**src/afd_map.vh**
```
// Purpose: shared constants of the alpha field decoder
// Assumes: included by bare name from every design file
// Notes: definitions only, no logic
`ifndef AFD_MAP_VH
`define AFD_MAP_VH

// ==================================================
// widths
`define AFD_BYTE_W 8
`define AFD_CP_W 16
`define AFD_OFS_W 7
`define AFD_SCH_W 2
`define AFD_ST_W 3

// ==================================================
// scheme markers and padding
`define AFD_MARK_UCS 8'h80
`define AFD_MARK_HALF 8'h81
`define AFD_MARK_FULL 8'h82
`define AFD_PAD_BYTE 8'hff
`define AFD_PAD_PAIR 16'hffff

// ==================================================
// scheme codes shown on scheme_out
`define AFD_SCH_DEF 2'h0
`define AFD_SCH_UCS 2'h1
`define AFD_SCH_HALF 2'h2
`define AFD_SCH_FULL 2'h3

// ==================================================
// small constants and reset values
`define AFD_ZERO8 8'h00
`define AFD_ONE8 8'h01
`define AFD_ZERO16 16'h0000
`define AFD_ZERO7 7'h00
`define AFD_PAD9 9'h000
`define AFD_TOP_BIT 7

// ==================================================
// fifo entry layout: {no_char, last, default, code}
`define AFD_FIFO_DEPTH 16
`define AFD_FIFO_AW 4
`define AFD_ENT_W 19
`define AFD_E_NOCH 18
`define AFD_E_LAST 17
`define AFD_E_DFLT 16

`endif

```
**src/afd_decoder.v**
```verilog
// What this block does
// - marker 80h: each following byte pair is one code point, high byte first.
// - in 80h scheme, stop at first FFFFh pair or lone FFh leftover.
// - marker 81h: byte 2 is count, byte 3 gives base bits 14..7.
// - 81h content byte with top bit clear yields a seven-bit default character.
// - 81h content byte with top bit set yields base plus low seven bits.
// - marker 82h: byte 2 is count, bytes 3 and 4 form the base, high first.
// - 82h content from byte 5: default char or base plus offset.
// - base schemes emit at most count characters; FFh within count is base+7Fh.
// - one scheme per record; default-only records carry no 80h/81h/82h marker.
// - all three 16-bit schemes are supported.
//
// Purpose: decodes an alpha field byte string into 16-bit code points
// Assumes: bytes come from same-clock logic, byte_last_in marks the final field byte
// Notes: output goes through a 16-entry fifo; no software-visible registers
`timescale 1ns/1ns
`default_nettype none
`include "afd_map.vh"

module afd_decoder (
	input wire clock_in,
	input wire reset_n_in,
	input wire [`AFD_BYTE_W-1:0] byte_in,
	input wire byte_valid_in,
	input wire byte_last_in,
	output wire byte_ready_out,
	output wire [`AFD_CP_W-1:0] char_out,
	output wire char_default_out,
	output wire char_last_out,
	output wire char_valid_out,
	input wire char_ready_in,
	output wire done_out,
	output wire busy_out,
	output wire [`AFD_SCH_W-1:0] scheme_out
);

	// ==================================================
	// states
	localparam [`AFD_ST_W-1:0] S_LEAD = 3'h0;
	localparam [`AFD_ST_W-1:0] S_PLAIN = 3'h1;
	localparam [`AFD_ST_W-1:0] S_PAIR_HI = 3'h2;
	localparam [`AFD_ST_W-1:0] S_PAIR_LO = 3'h3;
	localparam [`AFD_ST_W-1:0] S_COUNT = 3'h4;
	localparam [`AFD_ST_W-1:0] S_BASE_HI = 3'h5;
	localparam [`AFD_ST_W-1:0] S_BASE_LO = 3'h6;
	localparam [`AFD_ST_W-1:0] S_BODY = 3'h7;

	// ==================================================
	// registers and next values
	reg [`AFD_ST_W-1:0] state_r;
	reg [`AFD_ST_W-1:0] state_nxt;
	reg [`AFD_SCH_W-1:0] scheme_r;
	reg [`AFD_SCH_W-1:0] scheme_nxt;
	reg [`AFD_BYTE_W-1:0] cnt_r;
	reg [`AFD_BYTE_W-1:0] cnt_nxt;
	reg [`AFD_CP_W-1:0] base_r;
	reg [`AFD_CP_W-1:0] base_nxt;
	reg [`AFD_BYTE_W-1:0] hi_r;
	reg [`AFD_BYTE_W-1:0] hi_nxt;
	reg skip_r;
	reg skip_nxt;

	// fifo entry being built this cycle
	reg push;
	reg e_noch;
	reg e_last;
	reg e_dflt;
	reg [`AFD_CP_W-1:0] e_code;

	wire take;
	wire fifo_in_ready;
	wire fifo_out_valid;
	wire fifo_out_ready;
	wire [`AFD_ENT_W-1:0] fifo_in_data;
	wire [`AFD_ENT_W-1:0] fifo_out_data;
	wire [`AFD_CP_W-1:0] body_code;
	wire body_dflt;
	wire [`AFD_CP_W-1:0] pair_code;
	wire [`AFD_CP_W-1:0] plain_code;
	wire is_pad;
	wire out_noch;

	// ==================================================
	// input handshake
	// byte taken
	// at most one entry per byte, so a full fifo simply stalls the source
	assign byte_ready_out = fifo_in_ready;
	assign take = byte_valid_in & fifo_in_ready;
	assign is_pad = (byte_in == `AFD_PAD_BYTE);

	assign pair_code = {hi_r, byte_in};
	assign plain_code = {`AFD_ZERO8, byte_in};

	afd_cp_form u_cp_form (
		.byte_in(byte_in),
		.base_in(base_r),
		.code_out(body_code),
		.default_out(body_dflt)
	);

	// ==================================================
	// decode state machine, one byte per accepted cycle
	always @* begin
		state_nxt = state_r;
		scheme_nxt = scheme_r;
		cnt_nxt = cnt_r;
		base_nxt = base_r;
		hi_nxt = hi_r;
		skip_nxt = skip_r;
		push = 1'b0;
		e_noch = 1'b0;
		e_last = 1'b0;
		e_dflt = 1'b0;
		e_code = `AFD_ZERO16;
		if (take && skip_r) begin
			// discard bytes left after an early end of the string
			if (byte_last_in) begin
				skip_nxt = 1'b0;
				state_nxt = S_LEAD;
			end
		end else if (take) begin
			case (state_r)
				S_LEAD: begin
					if (byte_in == `AFD_MARK_UCS) begin
						scheme_nxt = `AFD_SCH_UCS;
						state_nxt = S_PAIR_HI;
					end else if (byte_in == `AFD_MARK_HALF) begin
						scheme_nxt = `AFD_SCH_HALF;
						state_nxt = S_COUNT;
					end else if (byte_in == `AFD_MARK_FULL) begin
						scheme_nxt = `AFD_SCH_FULL;
						state_nxt = S_COUNT;
					end else begin
						scheme_nxt = `AFD_SCH_DEF;
						state_nxt = S_PLAIN;
					end
					// leading byte is itself a character
					if (scheme_nxt == `AFD_SCH_DEF && !is_pad) begin
						push = 1'b1;
						e_dflt = 1'b1;
						e_code = plain_code;
						e_last = byte_last_in;
						if (byte_last_in) begin
							state_nxt = S_LEAD;
						end
					end else if (scheme_nxt == `AFD_SCH_DEF || byte_last_in) begin
						// empty string: report end without a character
						push = 1'b1;
						e_noch = 1'b1;
						e_last = 1'b1;
						skip_nxt = ~byte_last_in;
						state_nxt = S_LEAD;
					end
				end
				S_PLAIN: begin
					// pass through until padding or field end
					push = 1'b1;
					e_last = 1'b1;
					if (is_pad) begin
						e_noch = 1'b1;
						skip_nxt = ~byte_last_in;
						state_nxt = S_LEAD;
					end else begin
						e_dflt = 1'b1;
						e_code = plain_code;
						e_last = byte_last_in;
						if (byte_last_in) begin
							state_nxt = S_LEAD;
						end
					end
				end
				S_PAIR_HI: begin
					// lone last byte is padding, never half a character
					if (byte_last_in) begin
						push = 1'b1;
						e_noch = 1'b1;
						e_last = 1'b1;
						state_nxt = S_LEAD;
					end else begin
						hi_nxt = byte_in;
						state_nxt = S_PAIR_LO;
					end
				end
				S_PAIR_LO: begin
					push = 1'b1;
					// stop at the first all-ones pair
					if (pair_code == `AFD_PAD_PAIR) begin
						e_noch = 1'b1;
						e_last = 1'b1;
						skip_nxt = ~byte_last_in;
						state_nxt = S_LEAD;
					end else begin
						e_code = pair_code;
						e_last = byte_last_in;
						state_nxt = byte_last_in ? S_LEAD : S_PAIR_HI;
					end
				end
				S_COUNT: begin
					// second byte is the character count
					// same position in the full-base scheme
					cnt_nxt = byte_in;
					if (byte_in == `AFD_ZERO8 || byte_last_in) begin
						push = 1'b1;
						e_noch = 1'b1;
						e_last = 1'b1;
						skip_nxt = ~byte_last_in;
						state_nxt = S_LEAD;
					end else begin
						state_nxt = S_BASE_HI;
					end
				end
				S_BASE_HI: begin
					if (scheme_r == `AFD_SCH_HALF) begin
						// byte gives bits 14..7, top and low seven bits zero
						base_nxt = {1'b0, byte_in, `AFD_ZERO7};
						state_nxt = S_BODY;
					end else begin
						// high half of the full base
						base_nxt = {byte_in, `AFD_ZERO8};
						state_nxt = S_BASE_LO;
					end
					if (byte_last_in) begin
						push = 1'b1;
						e_noch = 1'b1;
						e_last = 1'b1;
						state_nxt = S_LEAD;
					end
				end
				S_BASE_LO: begin
					// low half of the full base
					base_nxt = {base_r[`AFD_CP_W-1:`AFD_BYTE_W], byte_in};
					state_nxt = S_BODY;
					if (byte_last_in) begin
						push = 1'b1;
						e_noch = 1'b1;
						e_last = 1'b1;
						state_nxt = S_LEAD;
					end
				end
				S_BODY: begin
					// default char when top bit clear
					// same coding from the fifth byte on
					push = 1'b1;
					e_dflt = body_dflt;
					e_code = body_code;
					// count governs the end; FFh is an ordinary offset here
					cnt_nxt = cnt_r - `AFD_ONE8;
					e_last = (cnt_r == `AFD_ONE8) | byte_last_in;
					if (cnt_r == `AFD_ONE8 || byte_last_in) begin
						skip_nxt = ~byte_last_in;
						state_nxt = S_LEAD;
					end
				end
				default: begin
					state_nxt = S_LEAD;
				end
			endcase
		end
	end

	// ==================================================
	// state registers
	always @(posedge clock_in or negedge reset_n_in) begin
		if (!reset_n_in) begin
			state_r <= S_LEAD;
			scheme_r <= `AFD_SCH_DEF;
			cnt_r <= `AFD_ZERO8;
			base_r <= `AFD_ZERO16;
			hi_r <= `AFD_ZERO8;
			skip_r <= 1'b0;
		end else begin
			state_r <= state_nxt;
			scheme_r <= scheme_nxt;
			cnt_r <= cnt_nxt;
			base_r <= base_nxt;
			hi_r <= hi_nxt;
			skip_r <= skip_nxt;
		end
	end

	// ==================================================
	// output buffer
	assign fifo_in_data = {e_noch, e_last, e_dflt, e_code};

	afd_fifo #(
		.WIDTH(`AFD_ENT_W),
		.DEPTH(`AFD_FIFO_DEPTH),
		.AW(`AFD_FIFO_AW)
	) u_fifo (
		.clock_in(clock_in),
		.reset_n_in(reset_n_in),
		.in_data_in(fifo_in_data),
		.in_valid_in(push),
		.in_ready_out(fifo_in_ready),
		.out_data_out(fifo_out_data),
		.out_valid_out(fifo_out_valid),
		.out_ready_in(fifo_out_ready)
	);

	// ==================================================
	// output side
	// end markers without a character drain on their own
	assign out_noch = fifo_out_data[`AFD_E_NOCH];
	assign fifo_out_ready = char_ready_in | out_noch;
	assign char_valid_out = fifo_out_valid & ~out_noch;
	assign char_out = fifo_out_data[`AFD_CP_W-1:0];
	assign char_default_out = fifo_out_data[`AFD_E_DFLT];
	assign char_last_out = fifo_out_data[`AFD_E_LAST] & ~out_noch;
	// done when the final entry leaves
	assign done_out = fifo_out_valid & fifo_out_ready & fifo_out_data[`AFD_E_LAST];
	// busy while mid-string or while output still queued
	assign busy_out = (state_r != S_LEAD) | skip_r | fifo_out_valid;
	assign scheme_out = scheme_r;

endmodule // afd_decoder
`default_nettype wire

```
**src/afd_fifo.v**
```verilog
// Purpose: synchronous fifo between decoder and consumer
// Assumes: single clock, async active-low reset
// Notes: depth must be a power of two matching the address width
`timescale 1ns/1ns
`default_nettype none
`include "afd_map.vh"

module afd_fifo #(
	parameter WIDTH = `AFD_ENT_W,
	parameter DEPTH = `AFD_FIFO_DEPTH,
	parameter AW = `AFD_FIFO_AW
) (
	input wire clock_in,
	input wire reset_n_in,
	input wire [WIDTH-1:0] in_data_in,
	input wire in_valid_in,
	output wire in_ready_out,
	output wire [WIDTH-1:0] out_data_out,
	output wire out_valid_out,
	input wire out_ready_in
);

	// ==================================================
	// storage and pointers
	reg [WIDTH-1:0] mem_r [0:DEPTH-1];
	reg [AW-1:0] wr_ptr_r;
	reg [AW-1:0] rd_ptr_r;
	reg [AW:0] count_r;
	wire push;
	wire pop;

	// honest full and empty from the occupancy count
	assign in_ready_out = (count_r != DEPTH[AW:0]);
	assign out_valid_out = (count_r != {(AW+1){1'b0}});
	assign push = in_valid_in & in_ready_out;
	assign pop = out_valid_out & out_ready_in;
	assign out_data_out = mem_r[rd_ptr_r];

	// write side; memory needs no reset, count guards reads
	always @(posedge clock_in) begin
		if (push) begin
			mem_r[wr_ptr_r] <= in_data_in;
		end
	end

	// pointer and count update
	always @(posedge clock_in or negedge reset_n_in) begin
		if (!reset_n_in) begin
			wr_ptr_r <= {AW{1'b0}};
			rd_ptr_r <= {AW{1'b0}};
			count_r <= {(AW+1){1'b0}};
		end else begin
			if (push) begin
				wr_ptr_r <= wr_ptr_r + {{(AW-1){1'b0}}, 1'b1};
			end
			if (pop) begin
				rd_ptr_r <= rd_ptr_r + {{(AW-1){1'b0}}, 1'b1};
			end
			if (push && !pop) begin
				count_r <= count_r + {{AW{1'b0}}, 1'b1};
			end else if (pop && !push) begin
				count_r <= count_r - {{AW{1'b0}}, 1'b1};
			end
		end
	end

endmodule // afd_fifo
`default_nettype wire

```
**src/afd_cp_form.v**
```verilog
// Purpose: forms a code point from one base-pointer content byte
// Assumes: base pointer already assembled by the caller
// Notes: purely combinational
`timescale 1ns/1ns
`default_nettype none
`include "afd_map.vh"

module afd_cp_form (
	input wire [`AFD_BYTE_W-1:0] byte_in,
	input wire [`AFD_CP_W-1:0] base_in,
	output wire [`AFD_CP_W-1:0] code_out,
	output wire default_out
);

	// ==================================================
	// offset or default-alphabet character
	wire [`AFD_CP_W-1:0] low7;

	assign low7 = {`AFD_PAD9, byte_in[`AFD_OFS_W-1:0]};
	// top bit clear means a seven-bit default character
	assign default_out = ~byte_in[`AFD_TOP_BIT];
	// top bit set: sum is a complete code point, carry drops at 16 bits
	assign code_out = default_out ? low7 : (base_in + low7);

endmodule // afd_cp_form
`default_nettype wire

```
**config.mk**
```make
export PLATFORM = sky130hd
export DESIGN_NAME = afd_decoder
export DESIGN_NICKNAME = d
export VERILOG_FILES = /design/src/afd_decoder.v /design/src/afd_fifo.v /design/src/afd_cp_form.v
export VERILOG_INCLUDE_DIRS = /design/src /design/src/src
export SDC_FILE = /design/constraint.sdc
export NUM_CORES = 1
export LEC_CHECK = 0
export BUFFER_PORTS_ARGS = -buffer_cell sky130_fd_sc_hd__buf_2
export CAP_MARGIN = 5
export CORE_ASPECT_RATIO = 0.8
export CORE_MARGIN = 2
export CORE_UTILIZATION = 39
export CTS_CLUSTER_SIZE = 25
export DETAILED_ROUTE_END_ITERATION = 8
export SLEW_MARGIN = 20
export SYNTH_ARGS = -nofsm -noshare
export SYNTH_HDL_FRONTEND = slang
export SYNTH_SLANG_ARGS = --single-unit
```
**constraint.sdc**
```tcl
create_clock -name clock_in -period 5.9 [get_ports clock_in]
set_clock_uncertainty 0.2 [all_clocks]
set_input_delay 0.59 -clock clock_in [delete_from_list [all_inputs] [get_ports clock_in]]
set_output_delay 0.59 -clock clock_in [all_outputs]
set_load 0.03 [all_outputs]
```
==> Word level (Yosys, flattened, before mapping) <==
Memories as Yosys holds them, arrays and structs flattened.
Index checks and enable logic that the tools add are counted.
W data, S select, Z words.
{ "totals": {"output_inout_bits": 24, "input_bits": 13, "ram_bits": 304, "memories": 1, "regBits": 51} }
{ "mem_list": {"columns": ["memory", "depth", "word_bits", "rd", "rd_ports_with_merged_regs", "write_ports", "line", "text"], "rows": [
  ["u_fifo.mem_r", 16, 19, 1, 0, 1, "afd_fifo.v:25", "reg [WIDTH-1:0] mem_r [0:DEPTH-1];"]
]} }
{ "op_classes": {"eq_ne": 22, "add_sub_neg": 6, "muxes": 73, "n_bitwise": 15, "reduce_logical": 29} }
{ "ops": {"columns": ["operator", "n"], "rows": [
  ["$mux W16", 5],
  ["$pmux W16 S4", 1],
  ["$mux W3", 14],
  ["$eq A8 B8 Y1 const B", 4],
  ["$mux W1", 32],
  ["$pmux W16 S2", 1],
  ["$pmux W3 S8", 1],
  ["$mux W2", 9],
  ["$ne A3 B3 Y1 const B", 6],
  ["$add A16 B7 Y16", 1],
  ["$eq A16 B16 Y1 const B", 1],
  ["$mux W8", 2],
  ["$pmux W8 S2", 1],
  ["$eq A3 B3 Y1 const B", 4],
  ["$mux W5", 2],
  ["$pmux W1 S5", 2],
  ["$reduce_and A3 Y1", 3],
  ["$reduce_and A9 Y1", 1],
  ["$add A4 B1 Y4 const B", 2],
  ["$eq A8 B1 Y1 const B", 1],
  ["$logic_not A8 Y1", 1],
  ["$reduce_and A4 Y1", 2],
  ["$reduce_bool A2 Y1", 4],
  ["$sub A8 B1 Y8 const B", 1],
  ["23 further kinds", 44]
]} }

==> Depth between registers and ports, before layout <==
{ "logic_depth": {"depth_word": 19, "depth_mapped": 14, "depth_no_buf": 13} }

==> Cells and area by module <==
From an unflattened synthesis, not the netlist that was laid out.
{ "unflattened": {"cells_unflattened": 1023, "area_unflattened_um2": 15818.9} }
{ "by_module_without_submodules": {"columns": ["module", "instances", "area_per_inst_um2", "cells_each", "seq_area_each_um2"], "rows": [
  ["afd_fifo", 1, 12678.4, 631, 9454.1],
  ["afd_decoder", 1, 2555.0, 314, 950.9],
  ["afd_cp_form", 1, 585.6, 78, 0.0]
]} }

==> Worst setup path after synthesis <==
OpenSTA, ideal clock, no wires.
{ "synth_timing": {"path_type": "input -> register", "from": "input byte_in[1]", "to": "memory u_fifo.mem_r[0][10] (netlist bit) (data pin)", "path_buffers": 1, "arrival_ps": 2928, "path_slack_ps": 2442, "required_time_ps": 5370, "setup_time_ps": 330, "stages": 9, "cell_sequence": "buf_2 inv_1 fa_1 nor2b_1 o21ai_0 a21boi_0 o211ai_1 xor2_1 o21ai_0"} }
{ "synth_between": {"elab_chain_len": 5} }
{ "synth_lines": {"columns": ["item", "line", "text"], "rows": [
  ["start: declaration", "afd_decoder.v:23", "input wire [`AFD_BYTE_W-1:0] byte_in,"],
  ["$add A16 B7 Y16 / $eq A16 B16 Y1 (equally long branches)", null, null],
  ["$mux W16 (on tied branches)", "afd_cp_form.v:23, afd_decoder.v:187", null],
  ["$pmux W16 S4 (*)", "afd_decoder.v:122", "case (state_r)"],
  ["$mux W16 (*)", "afd_decoder.v:121", "end else if (take) begin"],
  ["$mux W16 (*)", "afd_decoder.v:115", "if (take && skip_r) begin"],
  ["named net e_code[10]", "afd_decoder.v:68", "reg [`AFD_CP_W-1:0] e_code;"],
  ["end: declaration", "afd_fifo.v:25", null]
]} }
The timed path passes the listed nets; every way through them passes the cells marked *.

==> Worst setup path in the final report <==
{ "layout_timing": {"from": "register u_fifo.rd_ptr_r[1]", "to": "output done_out"} }
{ "layout_between": {"elab_chain_len": 4} }
{ "layout_lines": {"columns": ["item", "line", "text"], "rows": [
  ["start: declaration", "afd_fifo.v:27", "reg [AW-1:0] rd_ptr_r;"],
  ["start signal: assignment", "afd_fifo.v:50", "rd_ptr_r <= {AW{1'b0}};"],
  ["start signal: assignment", "afd_fifo.v:57", "rd_ptr_r <= rd_ptr_r + {{(AW-1){1'b0}}, 1'b1};"],
  ["$mem_v2 Z16 W19 (*)", null, null],
  ["$or A1 B1 Y1", "afd_decoder.v:304", "assign fifo_out_ready = char_ready_in | out_noch;"],
  ["$and A1 B1 Y1", "afd_decoder.v:310", "assign done_out = fifo_out_valid & fifo_out_ready & fifo_out_data[`AFD_E_LAST];"],
  ["$and A1 B1 Y1 (*)", "afd_decoder.v:310", null],
  ["end: declaration", "afd_decoder.v:32", "output wire done_out,"]
]} }
Every way passes the cells marked *; elsewhere a longest branch is shown, timed or not.

==> out/results.ini <==
[worst_setup_path]
crit_type=reg2out
crit_required_ns=5.11
crit_fanout=28
critPathCaptureType=output port
r2r-start=u_fifo.rd_ptr_r[0]$_DFFE_PN0P_
worstPathArrival_ns=3.34
startpoint_type=register
r2r-end=u_fifo.count_r[4]$_DFFE_PN0P_
r2r_slack_ns=2.21
rr_worst_depth=12

[clock_network]
clkSlewWorstSetupHoldPaths_ns=0.06
numCtsBuffers=36
cts_hold_buf=0
ctsRootBufferMaster=clkbuf_16
cts_resized=0
insertion_delay_ns=0.54
clock_path_buffers=3
cts_sinks=355
cts_setup_buffers=0
cts_max_level=2
cts_tree=built

[synth]
synth_top_family_by_area=multiplexers
synth_area_sq_um=15430
synthArstFlopShare=0.1437
ys_seq_area_frac=0.6741
netlist_instances=995
synth_mux_area_frac=0.1206
synth_compound_area_frac=0.09006
synth-edff-count=304
yosys_warnings=0
synth_nets=1029
avgSynthCellArea_sq_um=15.51
synth_xor_xnor_area_share=0.01419
synth-simple-area-share=0.06161
yosys.cell_types.count=74
ys_ff_latch=355
synth-adder-area-share=0.01800
synthFlopType=edfxtp_1

[status]
violations=negative hold slack
status=finished, violations left

[drt]
vias=8953
first_pass_iters=5
drt-initial-drc-count=985
routed_wl_um=36430
wl_per_cell_um=22.61
via_per_inst=5.557
ant_nets=0
drc_errors=0

[run]
maxCapViolations=0

[pwr]
sequentialPowerShare=0.401
switching_share=0.3393
clkPwrFrac=0.287
internal_power_mw=5.379
total_power_mw=8.142
p_leak_nw=6.125
power_density_nw_per_um2=464.6
vdd_drop_max_v=0.0002262
p_switching_mw=2.763
p_comb_frac=0.312

[floorplan]
core_sq_um=39200
io_pins=37
die-area_sq_um=41190
row_count=65
die_w_um=226.4
initial_utilization=0.3937
fp.dieH_um=181.9

[timing]
fin_crit_ns=4.131
drv_slew=0
worstMarginPinSlew_ns=1.095
post-route-period-util=0.7002
whs_ns=-0.006489
fin_setup_tns_ns=0
max_freq_mhz=242.1
report.final.setup_viol=0
rsz0062_at_grt=no
relSlewSlack=0.2702
final-hold-violation-count=8

[grt]
grtUsageTotal=0.1786
grt-ovfl-total=0
grt_first_pass_wirelength_um=54990
antenna_found_initial=2
grt_pass1_vias=8792
grt_start_max_net_pins=61

[placed_design]
io_buffers=36
place.gp.congestion=0.8066
dp_hpwl_um=21580

[cells_and_area]
syn_to_final_growth_pct=13.55
antenna_cells=0
final_common_cell=edfxtp_1
drive_above_1_share=0.2074
nNetsFinal=1083
layout_common_cells=edfxtp_1 (304), o21ai_0 (72), nand2_1 (64)

[hold_path]
holdCritPathClass=in2async

-- logic make-up after synthesis --
| logic type | Yosys count |
|---|---|
| fa+ha+maj | 21 |
| xor+xnor | 25 |
| buf+inv | 79 |
| flops | 355 |
| mux | 132 |
| simple gates | 173 |
| compound gates | 210 |
-- area by class of cell --
type	instances	area, sq um
Fill cell	3517	21670
Sequential cell	355	10410
Multi-Input combinational cell	561	4712
Clock buffer	42	923.4
Tap cell	536	670.6
Timing Repair Buffer	69	431.7
Clock inverter	22	277.8
Inverter	26	100.1
-- metrics by stage --
| step | std cells | area [sq um] | utilization | hold WS, ns | worst slack, ns |
|---|---|---|---|---|---|
| after floorplan | 995 | 15430 | - | 0.09441 | 2.442 |
| after global placement | 1547 | 16310 | 0.4162 | 0.2932 | 2.057 |
| after detailed placement | 1547 | 16310 | 0.4162 | 0.2911 | 2.049 |
| after CTS | 1611 | 17520 | 0.4468 | 0.009150 | 1.756 |
| after global routing | 1611 | 17530 | 0.4471 | 0.05084 | 1.625 |
| final | 1611 | 17530 | 0.4471 | -0.006489 | 1.769 |
-- registers in the layout (all words and copies together), names as in the netlist --
register / count
u_fifo.wr_ptr_r: 4
u_fifo.rd_ptr_r: 4
base_r: 16
u_fifo.mem_r: 304
state_r: 3
hi_r: 8
skip_r: 1
u_fifo.count_r: 5
scheme_out: 2
cnt_r: 8
-- cell usage after synthesis (3+ instances only) --
cell,instances,area (sq um)
edfxtp_1,304,9129
o21ai_0,73,365.4
nand2_1,64,240.2
mux2i_1,63,630.6
dfrtp_1,51,1276
mux4_2,40,900.9
a21oi_1,38,190.2
mux2_2,28,315.3
clkbuf_1,27,101.4
nor2_1,26,97.59
inv_1,25,93.84
buf_2,21,105.1
a221oi_1,20,175.2
and2_1,19,118.9
ha_1,19,237.7
a22oi_1,18,135.1
a22o_1,13,113.9
xnor2_1,13,113.9
xor2_1,12,105.1
nor3_1,9,45.04
nand3_1,8,40.04
and3_1,7,43.79
o31ai_1,7,52.55
nand4_1,6,37.54
nor2b_1,6,37.54
o211ai_1,6,45.04
a21o_1,4,30.03
nor3_2,4,40.04
a31oi_1,3,18.77
a32oi_1,3,26.28
buf_1,3,11.26
nor4_2,3,37.54
or3_1,3,18.77
-- power groups by stage --
stage                     clock (mW)  sequential, mW  combinational [mW]
after floorplan                    0            3.18                1.91
after global placement             0            3.30                2.56
after detailed placement           0            3.31                2.57
after CTS                       2.38            3.26                2.58
after global routing            2.48            3.29                2.78
final                           2.34            3.26                2.54
-- worst max path at each step --
stage / from / endpoint / slack [ns] / depth (start not counted)
after floorplan: byte_in[1] / u_fifo.mem_r[0][10]$_DFFE_PP_ / 2.44 / 9
after global placement: byte_in[0] / u_fifo.mem_r[4][12]$_DFFE_PP_ / 2.06 / 10
after detailed placement: byte_in[0] / u_fifo.mem_r[14][12]$_DFFE_PP_ / 2.05 / 10
after CTS: u_fifo.rd_ptr_r[0]$_DFFE_PN0P_ / char_out[12] / 1.76 / 7
after global routing: u_fifo.rd_ptr_r[1]$_DFFE_PN0P_ / char_out[13] / 1.63 / 5
final: u_fifo.rd_ptr_r[1]$_DFFE_PN0P_ / done_out / 1.77 / 6
-- critical path, stage by stage, from the launching register on --
cell and delay [ns]:
dfrtp_2 0.95, nand2_1 0.80, o21ai_0 0.38, a21oi_1 0.10, o21ai_0 0.26, a21oi_1 0.13
buf_2 0.20
-- metal layers --
| metal | track usage | share of wire |
|---|---|---|
| met3 | 0.03188 | 0.067 |
| met1 | 0.2737 | 0.47 |
| met5 | 0 | 0 |
| met4 | 0.03684 | 0.015 |
| met2 | 0.2661 | 0.45 |
(Power assumes the default switching activity.)
